**config.mk**
```make
export PLATFORM = sky130hd
export DESIGN_NAME = ims_status
export DESIGN_NICKNAME = d
export VERILOG_FILES = /design/src/ims_pkg.sv /design/src/ims_status.sv
export VERILOG_INCLUDE_DIRS = /design/src
export SDC_FILE = /design/constraint.sdc
export NUM_CORES = 1
export LEC_CHECK = 0
export ABC_CLOCK_PERIOD_IN_PS = 3900
export BUFFER_PORTS_ARGS = -buffer_cell sky130_fd_sc_hd__buf_2
export CORE_ASPECT_RATIO = 0.8
export CORE_UTILIZATION = 50
export DETAILED_ROUTE_END_ITERATION = 16
export PLACE_DENSITY = 0.83
export SYNTH_ARGS = -nofsm -noshare
export SYNTH_HDL_FRONTEND = slang
export SYNTH_SLANG_ARGS = --single-unit
export TNS_END_PERCENT = 20
```
**constraint.sdc**
```tcl
create_clock -name clk_i -period 3.9 [get_ports clk_i]
set_input_delay 0.195 -clock clk_i [delete_from_list [all_inputs] [get_ports clk_i]]
set_output_delay 0.195 -clock clk_i [all_outputs]
set_load 0.01 [all_outputs]
```
**src/ims_consts.svh**
```systemverilog
// Register offsets, field positions, reset values and widths of the status and mask block
`ifndef IMS_CONSTS_SVH
`define IMS_CONSTS_SVH

// Byte offsets on the register bus
`define IMS_TXTHR_OFF 8'h1c
`define IMS_RXTHR_OFF 8'h20
`define IMS_BAUD_OFF 8'h28
`define IMS_MASK_OFF 8'h2c
`define IMS_RAW_OFF 8'h30
`define IMS_CLR_OFF 8'h34

// Widths
`define IMS_BAUD_W 16
`define IMS_THR_W 10
`define IMS_LVL_W 11
`define IMS_FLAG_W 7

// Reset values
`define IMS_BAUD_RST 16'h0008
`define IMS_MASK_RST 32'h0000_0000
`define IMS_THR_RST 10'h000
`define IMS_FLAG_RST 7'h13

// Implemented mask bits and bits supplied by the protocol engine
`define IMS_MASK_USED 32'h131f_007f
`define IMS_EXT_USED 32'h131f_0000

// Low raw status field positions
`define IMS_TX_EMPTY 0
`define IMS_TX_LOW 1
`define IMS_TX_FULL 2
`define IMS_TX_OVR 3
`define IMS_RX_EMPTY 4
`define IMS_RX_HIGH 5
`define IMS_RX_FULL 6

// Protocol engine event positions in the mask and raw status words
`define IMS_SLV_RD_REQ 16
`define IMS_SLV_RD_STARVE 17
`define IMS_SLV_WR_REQ 18
`define IMS_MST_DONE 19
`define IMS_SLV_DONE 20
`define IMS_ARB_LOST 24
`define IMS_BUS_FAULT 25
`define IMS_MST_NOSTOP 28

`endif

```
**src/ims_pkg.sv**
```systemverilog
// Types of the status and mask block
`include "ims_consts.svh"

package ims_pkg;

  typedef struct packed {
    logic [`IMS_BAUD_W-1:0] baud;
    logic [31:0] mask;
    logic [`IMS_THR_W-1:0] tx_thr;
    logic [`IMS_THR_W-1:0] rx_thr;
    logic [`IMS_FLAG_W-1:0] flags;
    logic irq;
    logic ack;
    logic [31:0] rdata;
  } ims_state_t;

endpackage : ims_pkg

```
**src/ims_status.sv**
```systemverilog
// Baud count, interrupt mask and low raw status registers behind a Wishbone slave
`timescale 1ns/1ps
`include "ims_consts.svh"

module ims_status (
  // Clock and reset
  input wire logic clk_i,
  input wire logic rst_i,
  // Wishbone slave
  input wire logic cyc_i,
  input wire logic stb_i,
  input wire logic we_i,
  input wire logic [7:0] adr_i,
  input wire logic [3:0] sel_i,
  input wire logic [31:0] dat_i,
  output logic [31:0] dat_o,
  output logic ack_o,
  // FIFO conditions
  input wire logic [`IMS_LVL_W-1:0] tx_level_i,
  input wire logic tx_full_i,
  input wire logic tx_write_i,
  input wire logic [`IMS_LVL_W-1:0] rx_level_i,
  input wire logic rx_full_i,
  // Protocol engine events, raw status bit positions 16 and up
  input wire logic [31:0] ext_raw_i,
  // Outputs to the protocol engine and interrupt controller
  output logic [`IMS_BAUD_W-1:0] baud_count_o,
  output logic irq_o
);

  localparam ims_pkg::ims_state_t ST_RST = '{
    baud: `IMS_BAUD_RST,
    mask: `IMS_MASK_RST,
    tx_thr: `IMS_THR_RST,
    rx_thr: `IMS_THR_RST,
    flags: `IMS_FLAG_RST,
    irq: 1'b0,
    ack: 1'b0,
    rdata: 32'h0000_0000
  };

  ims_pkg::ims_state_t st_ff;
  ims_pkg::ims_state_t nxt_st;

  logic acc;
  logic wr;
  logic clr_ovr;
  logic [31:0] raw_cur;
  logic [31:0] raw_nxt;

  // Word address match, byte offsets are word aligned
  function automatic logic hit(input logic [7:0] adr, input logic [7:0] off);
    hit = (adr[7:2] == off[7:2]);
  endfunction : hit

  // Byte-lane merge of a write into a stored word
  function automatic logic [31:0] merge(input logic [31:0] old, input logic [31:0] val, input logic [3:0] sel);
    merge = old;
    for (int i = 0; i < 4; i++) begin
      if (sel[i]) begin
        merge[i*8 +: 8] = val[i*8 +: 8];
      end
    end
  endfunction : merge

  // Assemble the full raw status word
  function automatic logic [31:0] raw_word(input logic [`IMS_FLAG_W-1:0] flags, input logic [31:0] ext);
    raw_word = (ext & `IMS_EXT_USED) | {25'h0000000, flags};
  endfunction : raw_word

  // Commit happens at the edge where the master samples ack high
  assign acc = cyc_i && stb_i && st_ff.ack;
  assign wr = acc && we_i;
  assign clr_ovr = wr && hit(adr_i, `IMS_CLR_OFF) && sel_i[0] && dat_i[`IMS_TX_OVR];
  assign raw_cur = raw_word(st_ff.flags, ext_raw_i);

  always_comb begin
    nxt_st = st_ff;
    raw_nxt = 32'h0000_0000;
    // Ack one cycle after the request, dropped right after
    nxt_st.ack = cyc_i && stb_i && !st_ff.ack;
    if (cyc_i && stb_i && !st_ff.ack && !we_i) begin
      if (hit(adr_i, `IMS_BAUD_OFF)) begin
        nxt_st.rdata = {16'h0000, st_ff.baud};
      end else if (hit(adr_i, `IMS_MASK_OFF)) begin
        nxt_st.rdata = st_ff.mask;
      end else if (hit(adr_i, `IMS_RAW_OFF)) begin
        nxt_st.rdata = raw_cur;
      end else if (hit(adr_i, `IMS_TXTHR_OFF)) begin
        nxt_st.rdata = {22'h000000, st_ff.tx_thr};
      end else if (hit(adr_i, `IMS_RXTHR_OFF)) begin
        nxt_st.rdata = {22'h000000, st_ff.rx_thr};
      end else begin
        // Unmapped and write-only offsets read as zero
        nxt_st.rdata = 32'h0000_0000;
      end
    end
    if (wr) begin
      if (hit(adr_i, `IMS_BAUD_OFF)) begin
        nxt_st.baud = `IMS_BAUD_W'(merge({16'h0000, st_ff.baud}, dat_i, sel_i));
      end
      // Mask write, reserved bits stay zero
      if (hit(adr_i, `IMS_MASK_OFF)) begin
        nxt_st.mask = merge(st_ff.mask, dat_i, sel_i) & `IMS_MASK_USED;
      end
      if (hit(adr_i, `IMS_TXTHR_OFF)) begin
        nxt_st.tx_thr = `IMS_THR_W'(merge({22'h000000, st_ff.tx_thr}, dat_i, sel_i));
      end
      if (hit(adr_i, `IMS_RXTHR_OFF)) begin
        nxt_st.rx_thr = `IMS_THR_W'(merge({22'h000000, st_ff.rx_thr}, dat_i, sel_i));
      end
    end
    nxt_st.flags[`IMS_TX_EMPTY] = (tx_level_i == '0);
    nxt_st.flags[`IMS_TX_LOW] = (tx_level_i <= {1'b0, st_ff.tx_thr});
    nxt_st.flags[`IMS_TX_FULL] = tx_full_i;
    // Sticky overrun, a new overrun wins over a clear
    if (tx_write_i && tx_full_i) begin
      nxt_st.flags[`IMS_TX_OVR] = 1'b1;
    end else if (clr_ovr) begin
      nxt_st.flags[`IMS_TX_OVR] = 1'b0;
    end
    nxt_st.flags[`IMS_RX_EMPTY] = (rx_level_i == '0);
    nxt_st.flags[`IMS_RX_HIGH] = (rx_level_i >= {1'b0, st_ff.rx_thr});
    nxt_st.flags[`IMS_RX_FULL] = rx_full_i;
    // Masked raw events drive the request
    raw_nxt = raw_word(nxt_st.flags, ext_raw_i);
    nxt_st.irq = |(raw_nxt & nxt_st.mask);
  end

  always_ff @(posedge clk_i) begin
    if (rst_i) begin
      st_ff <= ST_RST;
    end else begin
      st_ff <= nxt_st;
    end
  end

  assign dat_o = st_ff.rdata;
  assign ack_o = st_ff.ack;
  assign baud_count_o = st_ff.baud;
  assign irq_o = st_ff.irq;
endmodule : ims_status

```
## After elaboration in Yosys (flattened, before gate mapping)

Index checks and enable logic that the tools add are counted.

| word-level totals | value |
|---|---|
| flip-flop bits (word level) | 109 |
| input bits | 106 |
| output and inout bits | 50 |
| word-level logic and storage cells | 60 |

| operators by class | value |
|---|---|
| equal/unequal tests | 6 |
| multiplexer cells | 18 |
| $lt $le $gt $ge | 2 |
| bitwise operators | 3 |
| reduce and logical (&&, ||, !) cells | 20 |

Operators by type and width:

| kind | count |
|---|---|
| 2-to-1 mux 32 bit | 3 |
| OR 29 x 7 -> 29 bit | 2 |
| 2-to-1 mux 52 bit | 1 |
| 2-to-1 mux 10 bit | 4 |
| bitwise AND 29 x 32 -> 32 bit | 1 |
| OR reduction 32 bit | 1 |
| == test 6 x 4 -> 1 bit (second input constant) | 5 |
| 2-to-1 mux 29 bit | 1 |
| zero test 11 bit | 2 |
| AND reduction 3 bit | 6 |
| 2-to-1 mux 8 bit | 2 |
| greater-or-equal comparator 11 x 10 -> 1 bit | 1 |
| less-or-equal comparator 11 x 10 -> 1 bit | 1 |
| 2-to-1 mux 5 bit | 2 |
| logical AND 1 bit | 9 |
| 2-to-1 mux 7 bit | 1 |
| == test 6 x 3 -> 1 bit (second input constant) | 1 |
| 2-to-1 mux 2 bit | 2 |
| zero test 1 bit | 2 |
| 2-to-1 mux 1 bit | 2 |

## Depth between registers and ports, before layout

| logic depth | value |
|---|---|
| depth in word-level cells | 11 |
| gate-level depth with buffers | 8 |
| mapped depth without buffers | 8 |

## Worst setup path after synthesis

OpenSTA, ideal clock, no wires.

| path | value |
|---|---|
| path type | register to register |
| from | register st_ff (netlist bit ack_o) |
| to | register st_ff (netlist bit irq_o) |
| library setup time | 141 ps |
| data required time | 3759 ps |
| path slack | 1956 ps |
| arrival time | 1803 ps |
| clock period less this slack | 1944 ps |
| stages on the path, launching flop included | 8 |
| buffers on the path | 1 |
| cells stage by stage | dfxtp_1 -> and4_1 -> buf_2 -> nand4_1 -> mux2_2 -> a222oi_1 -> and3_1 -> a41oi_1 |

| on the way | value |
|---|---|
| longest elaborated chain between the ends | 10 |
| elaborated cells on any way between the ends | 11 |
| classes of those cells | 3 x mux; 2 x bitwise; 6 x reduce/logical |

Ends and longest elaborated chain:

| element | RTL line | source |
|---|---|---|
| from (decl) | ims_status.sv:42 | `ims_pkg::ims_state_t st_ff;` |
| from (signal assigned) | ims_status.sv:134 | `st_ff <= nxt_st;` |
| logical AND 1 bit (*) | ims_status.sv:72 | `assign acc = cyc_i && stb_i && st_ff.ack;` |
| logical AND 1 bit (*) | ims_status.sv:73 | `assign wr = acc && we_i;` |
| logical AND 1 bit (3 in a row) | ims_status.sv:74 | `` assign clr_ovr = wr && hit(adr_i, `IMS_CLR_OFF) && sel_i[0] && dat_i[`IMS_TX_OVR]; `` |
| 2-to-1 mux 1 bit | ims_status.sv:119 | `end else if (clr_ovr) begin` |
| 2-to-1 mux 1 bit | ims_status.sv:117 | `if (tx_write_i && tx_full_i) begin` |
| OR 29 x 7 -> 29 bit | ims_status.sv:68 | `` raw_word = (ext & `IMS_EXT_USED) \| {25'h0000000, flags}; `` |
| bitwise AND 29 x 32 -> 32 bit (*) | ims_status.sv:127 | `nxt_st.irq = \|(raw_nxt & nxt_st.mask);` |
| OR reduction 32 bit (*) | ims_status.sv:127 |  |

Every way passes the cells marked *; elsewhere a longest branch is shown, timed or not.
A chain may end at the register's enable or synchronous reset.

## Final worst setup path

Same ends and word-level chain as after synthesis.

==> qor.txt <==
CTS Buf Count = 9
Die Area = 9100 um2
Slew @ Worst Pin = 0.965 ns
# DRC = 0
Max-Cap Viols = 0
period utilization = 62.4%
Yosys cell types = 46
slowest stage cell on the critical path = and4_1
final setup margin = 1.47 ns
ANT cells = 0
H-tree depth = 3
Tmin final = 2.43 ns
Mapped Area = 4360 um2
io pins = 156
number of DRC markers in iteration 0 = 256
Die X = 106 um
drt pass-1 iters = 5
Overflow after GRT = 0
WP buf/inv = 0
Reg clk slew, reported paths = 0.09 ns
starting density of the core = 51.4%
static leakage = 0.00208 uW
synth top area cells = dfxtp_1 39%, buf_4 8.3%, ha_1 5.7%, nand2_1 5.4%, mux2i_1 4.8%
TritonCTS sink count = 84
Post CTS Setup Buffer Count = 0
post-cts resize count = 0
initial antenna violation count = 0
core footprint = 8480 um2
Crit Path Category = reg -> reg
async set-or-reset flop fraction in the synthesized netlist = 0%
largest net degree at the start of global routing = 50
layout cells sized above 1 = 25.2%
Synth top area share = 38.6%
PortBufs = 113
CTS Hold Bufs = 0
critical path's top delay family = simple AND/OR/NAND/NOR gates
post-place setup slack = 1.36 ns
Max Freq = 0.411 GHz
Total Neg Setup Slack = 0 ns
top-count cell post-synth = dfxtp_1
Hold Violations, Final = 0
DPL Wire Length = 8340 um
CP max FO = 8
CTS tree = yes
Max clock buf depth = 2
Max VDD drop = 0.185 mV
Max Clock Skew = 0.0114 ns
Wirelength per Cell = 15.5 um
die height = 85.5 um
Final Setup Violations = 0
routed vias = 3,844
Hold WC Path Type = in -> reg
Min Hold Slack = 0.0656 ns
fin nets = 704
pwr dens = 328 nW/um2
Worst setup EP type = flip-flop
first-pass GRT wire length = 17,400 um
CP peak stage delay = 0.46 ns
final wirelength = 10,800 um
arrival time worst endpoint = 2.64 ns
Pins Over Slew Limit = 0
Cell Chain, Critical Path = and4_1 > nand4_1 > mux2_2 > a222oi_1 > and3_1 > a41oi_1
gpl congestion = 0.891
Root Driver = clkbuf_8
most area-hungry cell type in the Yosys netlist = dfxtp_1
Slew HR = 35.4%
Layout area overhead = 10.6%
post-synthesis cell count = 520
vias per std cell = 5.53
Std-Cell Rows = 30
All-Layer GR Usage = 24.6%
#FFs+latches synth = 84
sequential share of the synthesized area = 38.6%
syn avg cell area = 8.39 um2
Routed Antenna Nets = 0
clk_lat worst skew = 0.36 ns
Crit path required time = 4.11 ns
RSZ-0062 raised after global routing = no
Post-synth top cells = 84 x dfxtp_1, 63 x nand2_1, 48 x buf_4, 40 x nor2_1, 36 x nand3_1
vias in the first global route = 3,592
Ys Warns = 0
status = finished, final reports clean
ys flop type = dfxtp_1
EDFF count, synth = 0
CP startpoint kind = flip-flop
-- logic make-up (layout without fill, tap and decap cells) --
family / count (synthesis) / after routing / share of synthesized area (%)
adders and majority gates: 20 / 20 / 5.74
muxes: 31 / 31 / 7.40
DFF: 84 / 84 / 38.6
AOI/OAI and AO/OA: 86 / 86 / 13.0
other: 1 / 8 / 0.0860
buffers and inverters: 98 / 154 / 12.7
and+or+nand+nor: 200 / 200 / 22.5
-- sequential cells by signal (all words and copies together) (netlist names) --
signal and cells:
irq_o 1, dat_o 24, ack_o 1, baud_count_o 16
st_ff 42
-- where the power goes --
| part | internal (uW) | switching (uW) |
|---|---|---|
| clock network | 238 | 325 |
| logic | 59.9 | 84.8 |
| registers | 869 | 5.45 |
-- final timing paths --
check                                   endpoint  slack [ns]  startpoint  cells after the start
worst min-delay path            baud_count_o[14]        0.07   dat_i[14]                      3
worst max-delay path                       irq_o        1.47       ack_o                      6
worst min register to register         dat_o[12]        0.45   dat_o[12]                      2
worst max register to register             irq_o        1.47       ack_o                      6
-- cells in the final DEF, fill, tap and decap left out, types with 11 or more instances in the layout --
cell type and instances:
buf_2 113, dfxtp_1 84, nand2_1 63, nor2_1 40, nand3_1 36, a21oi_1 32
inv_1 22, mux2i_1 21, ha_1 20, nor2b_1 14, nor3_1 11
-- layout make-up --
cell class / count / area [um2]
repair buffers: 116 / 588
clock inverters: 6 / 47.5
inverters: 22 / 82.6
clock buffers: 10 / 128
multi-input cells: 345 / 2160
fillers: 815 / 3660
well taps: 112 / 140
flip-flops and latches: 84 / 1680
-- stage by stage --
step,std cells,area [um2],util (%),power [uW]
floorplan,527,4390,-,980
global placement,679,4650,54.8,1030
detailed placement,679,4650,54.8,1040
CTS,695,4830,56.9,1590
global route,695,4830,56.9,1650
finish,695,4830,56.9,1580
-- layer usage --
layer  share of wire [%]  track usage [%]  vias up
met5                   0                0        -
met4                 2.5             9.46        0
met3                 7.5             5.70       22
met2                  45             38.3      153
met1                  45             33.3     1792
li1                    -                -     1877
-- tightest hold or removal path: cells and delay by family --
kind	cells	cell delay [ns]
simple gates	1	0.07
mux	1	0.05
buf+inv	1	0.08
(Power assumes the default switching activity.)
